--- src/inc/spt_pkg.sv ---
// Shared constants and types of the synchronous serial port
package spt_pkg;

   localparam int SPT_RLD_W = 7;
   localparam int SPT_CTL2_W = 5;
   localparam int SPT_SEN_BIT = 0;
   localparam logic [4:0] SPT_EDGE_CNT = 5'h10;
   localparam logic [3:0] SPT_BIT_CNT = 4'h8;
   localparam logic [4:0] SPT_EDGE_STEP = 5'h01;
   localparam logic [3:0] SPT_BIT_STEP = 4'h1;
   // Half period of the master clock, in cycles minus one
   localparam logic [6:0] SPT_HALF_RATE0 = 7'h00;
   localparam logic [6:0] SPT_HALF_RATE1 = 7'h01;
   localparam logic [6:0] SPT_HALF_RATE2 = 7'h07;

   typedef enum logic [1:0] {
      I2C_IDLE,
      I2C_WAIT1,
      I2C_HOLD,
      I2C_LOW
   } spt_i2c_e;

   typedef struct packed {
      logic enable;
      logic master;
      logic clk_pol;
      logic sample_end;
      logic out_on_idle;
      logic [1:0] rate_sel;
      logic ss_en;
      logic i2c_mode;
   } spt_cfg_s;

   typedef struct packed {
      logic write_collision_flag;
      logic bcol;
      logic start_seen;
      logic bf;
      logic irq;
      logic busy;
   } spt_status_s;

   typedef struct packed {
      logic [1:0] sck_sy;
      logic [1:0] sdi_sy;
      logic [1:0] ss_sy;
      logic [1:0] sda_sy;
      logic [1:0] scl_sy;
      logic sck_prev;
      logic [7:0] shift;
      logic [7:0] buffer;
      logic serial_data_out;
      logic sck;
      logic busy;
      logic pend;
      logic [4:0] edges;
      logic [3:0] bits;
      logic bf;
      logic irq;
      logic write_collision_flag;
      logic bcol;
      logic start_seen;
      logic sda_low;
      logic [SPT_CTL2_W-1:0] ctl2;
      spt_i2c_e ist;
   } spt_state_s;

endpackage

--- src/spt_top.sv ---
// Synchronous serial port: SPI transfer engine and I2C start sequencer
// Summary of operation
// - Shift data most significant bit first
// - After eight bits, buffer loaded, flags set
// - Next byte may arrive before buffer read
// - Write during transfer dropped, collision flag set
// - Collision flag stays until software clears
// - Reading the buffer clears buffer-full flag
// - Shift register reached only through buffer
// - Enable assigns pins; disable aborts transfer and start, keeps flags and buffer
// - Config selects role, polarity, phase, edge, rate
// - Shift out one edge, sample the other
// - Master drives clock; slave only follows it
// - Pin directions follow role automatically
// - Start enable with lines high loads generator
// - Timeout with lines high pulls SDA low
// - Second timeout clears start, holds SDA low
// - Low lines or early SCL low abort start
// - Buffer write during start flags collision
// - Control two writes blocked during start
`timescale 1ns/1ps
`default_nettype none

module spt_top
   import spt_pkg::*;
(
   input wire logic CLK,
   input wire logic RST_B,
   input wire spt_cfg_s CFG,
   input wire logic BUF_WR,
   input wire logic [7:0] BUF_WDATA,
   input wire logic BUF_RD,
   output logic [7:0] BUF_RDATA,
   input wire logic IRQ_CLR,
   input wire logic WRITE_COLLISION_FLAG_CLR,
   input wire logic BCOL_CLR,
   input wire logic CTL2_WR,
   input wire logic [SPT_CTL2_W-1:0] CTL2_WDATA,
   output logic [SPT_CTL2_W-1:0] CTL2_Q,
   input wire logic [SPT_RLD_W-1:0] RATE_RELOAD,
   output spt_status_s STATUS,
   input wire logic SCK_I,
   output logic SCK_O,
   output logic SCK_OE,
   input wire logic SERIAL_DATA_IN,
   output logic SDO_O,
   output logic SDO_OE,
   input wire logic SS_B,
   input wire logic SDA_I,
   output logic SDA_O,
   output logic SDA_OE,
   input wire logic SCL_I
);

   spt_state_s s_reg;
   spt_state_s s_next;

   logic sda_s;
   logic scl_s;
   logic sdi_s;
   logic ss_off;
   logic spi_on;
   logic i2c_on;
   logic i2c_busy;
   logic xfer_busy;
   logic m_run;
   logic m_lead;
   logic m_samp;
   logic m_done;
   logic s_edge;
   logic s_samp;
   logic s_done;
   logic complete;
   logic wr_hit;
   logic wr_coll;
   logic wr_go;
   logic i2c_start;
   logic rg_load;
   logic rg_run;
   logic rg_tick;
   logic [SPT_RLD_W-1:0] rate_val;
   logic [SPT_RLD_W-1:0] rg_val;

   // Only second stages of the synchronisers are read
   assign sda_s = s_reg.sda_sy[1];
   assign scl_s = s_reg.scl_sy[1];
   assign sdi_s = s_reg.sdi_sy[1];
   assign ss_off = CFG.ss_en & s_reg.ss_sy[1];

   assign spi_on = CFG.enable & ~CFG.i2c_mode;
   assign i2c_on = CFG.enable & CFG.i2c_mode;
   assign i2c_busy = (s_reg.ist == I2C_WAIT1) | (s_reg.ist == I2C_HOLD);
   assign xfer_busy = s_reg.busy | (s_reg.bits != '0) | i2c_busy;

   // Master timing
   assign m_run = s_reg.busy & CFG.master & spi_on;
   assign m_lead = ~s_reg.edges[0];
   assign m_samp = m_lead ~^ CFG.out_on_idle;
   assign m_done = m_run & (s_reg.edges == SPT_EDGE_CNT) & ~s_reg.pend;

   // Slave follows the synchronised clock only
   assign s_edge = s_reg.sck_sy[1] ^ s_reg.sck_prev;
   assign s_samp = (s_reg.sck_sy[1] ^ CFG.clk_pol) ~^ CFG.out_on_idle;
   assign s_done = s_reg.bits == SPT_BIT_CNT;

   assign complete = spi_on & (CFG.master ? m_done : s_done);

   assign wr_hit = BUF_WR & CFG.enable;
   assign wr_coll = wr_hit & xfer_busy;
   assign wr_go = wr_hit & ~xfer_busy & ~CFG.i2c_mode;

   assign i2c_start = i2c_on & (s_reg.ist == I2C_IDLE) & s_reg.ctl2[SPT_SEN_BIT] & sda_s & scl_s;

   // Fixed rates, or the reload value for the last choice (rate_sel 3)
   assign rate_val = (CFG.rate_sel == 2'h0) ? SPT_HALF_RATE0 :
                     (CFG.rate_sel == 2'h1) ? SPT_HALF_RATE1 :
                     (CFG.rate_sel == 2'h2) ? SPT_HALF_RATE2 : RATE_RELOAD;
   assign rg_val = CFG.i2c_mode ? RATE_RELOAD : rate_val;
   assign rg_load = (wr_go & CFG.master) | i2c_start;
   assign rg_run = m_run | (i2c_on & i2c_busy);

   spt_rate_gen #(
      .RLD_W(SPT_RLD_W)
   ) u_rate_gen (
      .clk(CLK),
      .rst_b(RST_B),
      .load(rg_load),
      .run(rg_run),
      .reload(rg_val),
      .tick(rg_tick)
   );

   always_comb begin
      s_next = s_reg;
      s_next.sck_sy = {s_reg.sck_sy[0], SCK_I};
      s_next.sdi_sy = {s_reg.sdi_sy[0], SERIAL_DATA_IN};
      s_next.ss_sy = {s_reg.ss_sy[0], SS_B};
      s_next.sda_sy = {s_reg.sda_sy[0], SDA_I};
      s_next.scl_sy = {s_reg.scl_sy[0], SCL_I};
      s_next.sck_prev = s_reg.sck_sy[1];

      // Disabled port drops any transfer so it can be reconfigured
      if (!spi_on) begin
         s_next.busy = 1'b0;
         s_next.pend = 1'b0;
         s_next.edges = '0;
         s_next.bits = '0;
      end
      if (!s_reg.busy) begin
         s_next.sck = CFG.clk_pol;
      end

      // Master: one generator tick per half period
      if (m_run && rg_tick) begin
         if (s_reg.pend) begin
            s_next.shift = {s_next.shift[6:0], sdi_s};
            s_next.pend = 1'b0;
         end
         if (s_reg.edges != SPT_EDGE_CNT) begin
            s_next.edges = s_reg.edges + SPT_EDGE_STEP;
            s_next.sck = ~s_reg.sck;
            if (m_samp) begin
               // End-of-bit sampling defers the capture by half a period
               if (CFG.sample_end) begin
                  s_next.pend = 1'b1;
               end else begin
                  s_next.shift = {s_next.shift[6:0], sdi_s};
               end
            end else begin
               s_next.serial_data_out = s_next.shift[7];
            end
         end
      end

      // Slave: no shifting without the far clock
      if (spi_on && !CFG.master) begin
         if (ss_off) begin
            s_next.bits = '0;
         end else if (s_edge) begin
            if (s_samp) begin
               s_next.shift = {s_reg.shift[6:0], sdi_s};
               s_next.bits = s_reg.bits + SPT_BIT_STEP;
            end else begin
               s_next.serial_data_out = s_reg.shift[7];
            end
         end
      end

      // Shift register only loads from a buffer write
      if (spi_on && wr_go) begin
         s_next.shift = BUF_WDATA;
         s_next.serial_data_out = BUF_WDATA[7];
         if (CFG.master) begin
            s_next.busy = 1'b1;
            s_next.edges = '0;
            s_next.pend = 1'b0;
            s_next.sck = CFG.clk_pol;
         end
      end

      // Buffer holds the last byte while the next one shifts in
      if (complete) begin
         s_next.buffer = s_reg.shift;
         s_next.busy = 1'b0;
         s_next.bits = '0;
         s_next.edges = '0;
      end

      // Clears first, so an event in the same cycle wins
      if (BUF_RD) begin
         s_next.bf = 1'b0;
      end
      if (IRQ_CLR) begin
         s_next.irq = 1'b0;
      end
      if (WRITE_COLLISION_FLAG_CLR) begin
         s_next.write_collision_flag = 1'b0;
      end
      if (BCOL_CLR) begin
         s_next.bcol = 1'b0;
      end
      if (complete) begin
         s_next.bf = 1'b1;
         s_next.irq = 1'b1;
      end
      if (wr_coll) begin
         s_next.write_collision_flag = 1'b1;
      end

      // Events may not queue behind a start in progress
      if (CTL2_WR && !i2c_busy) begin
         s_next.ctl2 = CTL2_WDATA;
      end

      if (!i2c_on) begin
         s_next.ist = I2C_IDLE;
         s_next.sda_low = 1'b0;
         s_next.ctl2[SPT_SEN_BIT] = 1'b0;
      end else begin
         case (s_reg.ist)
            I2C_IDLE: begin
               s_next.sda_low = 1'b0;
               if (s_reg.ctl2[SPT_SEN_BIT]) begin
                  if (sda_s && scl_s) begin
                     s_next.ist = I2C_WAIT1;
                     s_next.start_seen = 1'b0;
                  end else if (!sda_s && !scl_s) begin
                     s_next.bcol = 1'b1;
                     s_next.ctl2[SPT_SEN_BIT] = 1'b0;
                  end
               end
            end
            I2C_WAIT1: begin
               // Someone else owns the bus: give it up
               if (!scl_s || (rg_tick && !sda_s)) begin
                  s_next.bcol = 1'b1;
                  s_next.ctl2[SPT_SEN_BIT] = 1'b0;
                  s_next.ist = I2C_IDLE;
               end else if (rg_tick) begin
                  s_next.sda_low = 1'b1;
                  s_next.start_seen = 1'b1;
                  s_next.ist = I2C_HOLD;
               end
            end
            I2C_HOLD: begin
               if (rg_tick) begin
                  s_next.ctl2[SPT_SEN_BIT] = 1'b0;
                  s_next.ist = I2C_LOW;
               end
            end
            I2C_LOW: begin
               // SDA stays low until the port is disabled or leaves I2C mode
               s_next.sda_low = 1'b1;
            end
            default: begin
               s_next.ist = I2C_IDLE;
            end
         endcase
      end
   end

   always_ff @(posedge CLK) begin
      if (!RST_B) begin
         s_reg <= '0;
      end else begin
         s_reg <= s_next;
      end
   end

   assign BUF_RDATA = s_reg.buffer;
   assign CTL2_Q = s_reg.ctl2;
   assign STATUS.write_collision_flag = s_reg.write_collision_flag;
   assign STATUS.bcol = s_reg.bcol;
   assign STATUS.start_seen = s_reg.start_seen;
   assign STATUS.bf = s_reg.bf;
   assign STATUS.irq = s_reg.irq;
   assign STATUS.busy = xfer_busy;

   // Pin directions from the role, no direction bits needed
   assign SCK_O = s_reg.sck;
   assign SCK_OE = spi_on & CFG.master;
   assign SDO_O = s_reg.serial_data_out;
   assign SDO_OE = spi_on & (CFG.master | ~ss_off);
   assign SDA_O = 1'b0;
   assign SDA_OE = i2c_on & s_reg.sda_low;

   // Helper: leading clock edges of the current master transfer
   logic [3:0] pulses_reg;
   always_ff @(posedge CLK) begin
      if (!RST_B || (wr_go && CFG.master)) begin
         pulses_reg <= '0;
      end else if (m_run && rg_tick && m_lead && s_reg.edges != SPT_EDGE_CNT) begin
         pulses_reg <= pulses_reg + SPT_BIT_STEP;
      end
   end
endmodule

`default_nettype wire

--- src/spt_rate_gen.sv ---
// Reloadable down counter used as the serial rate generator
`timescale 1ns/1ps
`default_nettype none

module spt_rate_gen #(
   parameter int RLD_W = 7
) (
   input wire logic clk,
   input wire logic rst_b,
   input wire logic load,
   input wire logic run,
   input wire logic [RLD_W-1:0] reload,
   output logic tick
);

   typedef struct packed {
      logic [RLD_W-1:0] count;
   } spt_rg_state_s;

   spt_rg_state_s s_reg;
   spt_rg_state_s s_next;

   if (RLD_W < 1 || RLD_W > 16) begin : g_chk
      $error("rate generator width out of range");
   end

   // Load wins over a tick so a restart never fires early
   assign tick = run & ~load & (s_reg.count == '0);

   always_comb begin
      s_next = s_reg;
      if (load) begin
         s_next.count = reload;
      end else if (run) begin
         if (s_reg.count == '0) begin
            s_next.count = reload;
         end else begin
            s_next.count = s_reg.count - {{(RLD_W-1){1'b0}}, 1'b1};
         end
      end
   end

   always_ff @(posedge clk) begin
      if (!rst_b) begin
         s_reg <= '0;
      end else begin
         s_reg <= s_next;
      end
   end
endmodule

`default_nettype wire

--- config.mk ---
export PLATFORM = sky130hd
export DESIGN_NAME = spt_top
export DESIGN_NICKNAME = d
export VERILOG_FILES = /design/src/inc/spt_pkg.sv /design/src/spt_top.sv /design/src/spt_rate_gen.sv
export SDC_FILE = /design/constraint.sdc
export NUM_CORES = 1
export LEC_CHECK = 0
export ABC_AREA = 1
export BUFFER_PORTS_ARGS = -buffer_cell sky130_fd_sc_hd__buf_2
export CAP_MARGIN = 40
export CORE_ASPECT_RATIO = 1.25
export CORE_UTILIZATION = 45
export CTS_BUF_LIST = sky130_fd_sc_hd__clkbuf_4 sky130_fd_sc_hd__clkbuf_8
export CTS_CLUSTER_DIAMETER = 30
export DETAILED_ROUTE_END_ITERATION = 7
export PLACE_DENSITY = 0.68
export SETUP_SLACK_MARGIN = 0.2
export SLEW_MARGIN = 40
export SYNTH_ARGS = -nofsm -noshare
export SYNTH_HDL_FRONTEND = slang
export SYNTH_SLANG_ARGS = --single-unit
--- constraint.sdc ---
create_clock -name CLK -period 5.2 [get_ports CLK]
set_clock_uncertainty 0.1 [all_clocks]
set_input_delay 1.04 -clock CLK [delete_from_list [all_inputs] [get_ports CLK]]
set_output_delay 1.04 -clock CLK [all_outputs]
set_load 0.02 [all_outputs]
# == After elaboration in Yosys (flattened, before gate mapping) ==
# Cells that the tools add are included.
# W data, S select, Z words.
# totals
ff_bits,60
input_bits,42
output_inout_bits,25
elab_cells,174
# op_classes
addsub,3
n_eq_ne,14
n_mux,64
bitwise,41
reduce_logical,28
# op_table
operator,count
$mux W8,11
$mux W7,7
$and A1 B1 Y1,23
$mux W1,23
$mux W2,10
$mux W4,4
$mux W6,2
$mux W11,1
$reduce_bool A2 Y1,5
$mux W9,1
$pmux W3 S3,1
$ne A2 B2 Y1 const B,4
$not A1 Y1,8
$logic_and A1 B1 Y1,7
$logic_not A7 Y1,1
$sub A7 B1 Y7 const B,1
$eq A2 B2 Y1 const B,3
$mux W3,2
$or A1 B1 Y1,6
$reduce_and A6 Y1,1
$reduce_bool A3 Y1,2
$add A5 B1 Y5 const B,1
$eq A5 B5 Y1 const B,1
$ne A5 B5 Y1 const B,1
other kinds (17),24

# == Longest topological paths before layout ==
# depth
depth_word,18
depth_mapped,14
ltp_nobuf,14

# == Hierarchy ==
# A second synthesis with hierarchy kept.
# unflattened
cells_unflattened,539
hier_area_um2,3668.5
# by_module_without_submodules
mod,n_inst,cells_per_inst,area_per_inst_um2,seq_area_each_um2
spt_top,1,468,3144.3,1061.0
spt_rate_gen,1,71,524.3,140.1

# == Worst setup path after synthesis ==
# Ideal clock, no wire load.
# synth_timing
path_type,input-to-output
from,input port CFG[0] (netlist name)
to,output port SDO_OE
arrival_ns,1.589
required_time_ns,4.060
slack_ns,2.471
path_stages,3
path_buffers,0
cell_sequence,inv_1 -> nand2_4 -> a31oi_1
# synth_between
elab_chain_len,3
# synth_rtl
element,line,text
start: declaration,spt_top.sv:29,"input wire spt_cfg_s CFG,"
$not A1 Y1,spt_top.sv:90,assign spi_on = CFG.enable & ~CFG.i2c_mode;
$and A1 B1 Y1,spt_top.sv:90,
$and A1 B1 Y1,spt_top.sv:303,assign SDO_OE = spi_on & (CFG.master | ~ss_off);
end: declaration,spt_top.sv:47,"output logic SDO_OE,"
# Every way passes these cells.

==> qor.yml <==
outcome: "complete, no violations"
hold_class: "reg -> reg"
tritoncts: "done"
avgSynthCellArea_um2: 6.920
dr_wl_met2_um: 3909
cap_violations: 0
drc_errors: 0
grt_use_total: 0.2119
clk_latency_ns: 0.34
tns_ns: 0
avgViaCountPerCell: 5.040
timing.critical_path.mode_cell: "inv_1"
grt_start_max_net_pins: 39
synth_edf_count: 0
routabilityCongestion: 0.8516
hold_viol: 0
yosysUniqueCellTypes: 36
synthesis.instances: 490
dieWidth_um: 79.64
fin_crit_ns: 2.903
grt_pass1_wl_um: 12940
clkPwrFrac: 0.416
peakVddDrop_v: 0.0001326
port_buffers: 65
layout-drive-gt1-share: 0.1892
period_share: 0.5582
p_sw_uw: 248.8
cts_setup_buffers: 0
powerDensity_nw_per_um2: 262.7
power.leakage_nw: 1.857
synth_top_area_frac: 0.3542
die_area_um2: 7888
die_h_um: 99.05
pwr-share-seq: 0.477
cp-startpoint: "s_reg[0]"
rsz0062_at_grt: "false"
cts_hold_buf: 0
cts.repair.resized: 0
cts-root-buf: "clkbuf_8"
ant_nets: 0
ys_seq_area_frac: 0.3542
critical_path.endpoint_type: "output port"
wl_met3_um: 304
arrival_ns: 1.76
nets: 586
antenna_found_initial: 0
async_flop_share: 0
worstSetupPathType: "reg -> out"
antenna_cells: 0
dpl.hpwl_um: 5749
largest_reg_flops: 27
ys.warnings.count: 0
cts.clk_slew.worst_paths_ns: 0.07
cts_made_buffers: 9
grt_pass1_vias: 2968
setup_viol: 0
htreeDepth: 3
synth_common_cells: "nand2_1 (91), inv_1 (65), dfxtp_1 (60)"
start_util: 0.4636
hold_path_startpoint: "s_next[50]"
r2r_setup_slack_ns: 2.74
wire_per_inst_um: 12.16
topRoutingLayerUsed: "met4"
synth_flop_cell: "dfxtp_1"
finalWorstSetupSlack_ns: 2.297
cpPeakStageDelay_ns: 0.37
synth_most_common_cell: "nand2_1"
final-max-slew-violation-count: 0
pre_cts_ws_ns: 2.329
worstReg2RegStart: "s_reg[0]"
synthTopCellsByArea: "dfxtp_1 (35%), nand2_1 (10%), inv_1 (7.2%)"
critPathMaxFanout: 4
combPwrFrac: 0.107
drt-pass1-iter-count: 4
clock.fmax_mhz: 344.5
cp_num_buf_inv: 4
crit_path_cell_trace: "inv_1, ha_1, inv_1, nand2_1, nor2_2, inv_1, buf_2"
synth_fp_nets: 541
slew_headroom: 0.6001
grt-ovfl-total: 0
met1Wirelength_um: 3270
pin_count: 67
swShare: 0.2472
routed_wl_um: 7671
first_iter_violations: 84
clockBufferDepth: 2
synth_seq_cells: 60
yosysTopAreaCell: "dfxtp_1"
synth.cell_area_um2: 3391
p_int_uw: 757.7
design.core.area_um2: 7313
crit_required_ns: 4.06
worst_pin_slew_ns: 0.5999
crit_path_start_kind: "flop"
area_growth_pct: 12.99
cpLargestDelayFamily: "buffers and inverters"
vias: 3180
row_count: 35
critical-path-slowest-cell: "dfxtp_1"
cts.sinks: 60
## cell type report
| type | instances | area [µm²] |
|---|---|---|
| Sequential cell | 60 | 1201 |
| Tap cell | 92 | 115.1 |
| Clock inverter | 2 | 35.03 |
| Multi-Input combinational cell | 331 | 1739 |
| Clock buffer | 13 | 160.2 |
| Timing Repair Buffer | 65 | 325.3 |
| Inverter | 68 | 255.2 |
| Fill cell | 734 | 3482 |
## metal layers
layer	vias up	global-route usage
met5	-	0
met4	0	0.1315
met3	13	0.03611
met2	66	0.3642
met1	1441	0.2391
li1	1660	-
## worst register-to-register path, stage by stage, from the launching register on
cell and delay, ns:
dfxtp_1 0.37, inv_1 0.09, ha_1 0.32, inv_1 0.15, nand2_1 0.09, nor2_2 0.16, nand3_2 0.18, nand2_2 0.17
nor2_1 0.11, inv_2 0.14, nand2_2 0.10, nor3_4 0.18, nand2_1 0.08, a21oi_1 0.14
## stage by stage
| step | area [µm²] | utilization | power, mW | instances | hold WS [ns] |
|---|---|---|---|---|---|
| floorplan | 3391 | - | 0.5648 | 490 | 0.2905 |
| global placement | 3636 | 0.4972 | 0.5955 | 616 | 0.2941 |
| detailed placement | 3636 | 0.4972 | 0.5977 | 616 | 0.3029 |
| CTS | 3831 | 0.5239 | 1.019 | 631 | 0.3158 |
| global route | 3831 | 0.5239 | 1.052 | 631 | 0.3268 |
| finish | 3831 | 0.5239 | 1.007 | 631 | 0.3134 |
## cells in the final DEF (no fill, tap or decap), types with 2 or more instances in the layout
master    netlist  layout
nand4_1         5       5
nor3_1          8       8
o31ai_1         2       2
nor2_4          3       3
xnor2_1         4       4
nand3b_1        2       2
dfxtp_1        60      60
inv_2           3       3
o211ai_1        8       8
nor2_1         57      57
nor2_2          3       3
inv_1          65      65
o21ai_0        48      48
nand2_2         4       4
a32oi_1         2       2
ha_1            9       9
a22oi_1         3       3
xor2_1          6       6
nand2_4         3       3
nand3_1        19      19
buf_2           3      65
a211oi_1        4       4
a31oi_1         6       6
clkbuf_4        0       3
a21oi_1        35      35
nand2_1        91      91
clkbuf_8        0      10
## final timing paths
path                         endpoint  cells past startpoint
hold reg to reg             s_reg[50]                      2
setup reg to reg  u_rate_gen.s_reg[5]                     13
setup / recovery            STATUS[0]                      7
hold / removal              s_reg[50]                      2
## kinds of logic after synthesis
family / synth area share
multiplexers: 0.003321
buffers and inverters: 0.1328
adder cells (fa/ha/maj): 0.03321
flip-flops: 0.3542
XOR/XNOR: 0.02583
AND/OR/NAND/NOR: 0.2653
AO/OA/AOI/OAI: 0.1841
other: 0.001106
## power by group through the flow
stage                     Sequential (mW)  Combinational [mW]  Clock (mW)
after floorplan                     0.489              0.0757           0
after global placement              0.490               0.106           0
after detailed placement            0.490               0.108           0
after CTS                           0.480               0.108       0.431
after global routing                0.481               0.122       0.449
final                               0.480               0.108       0.419
Note: power is estimated with default switching activity, not from simulation.
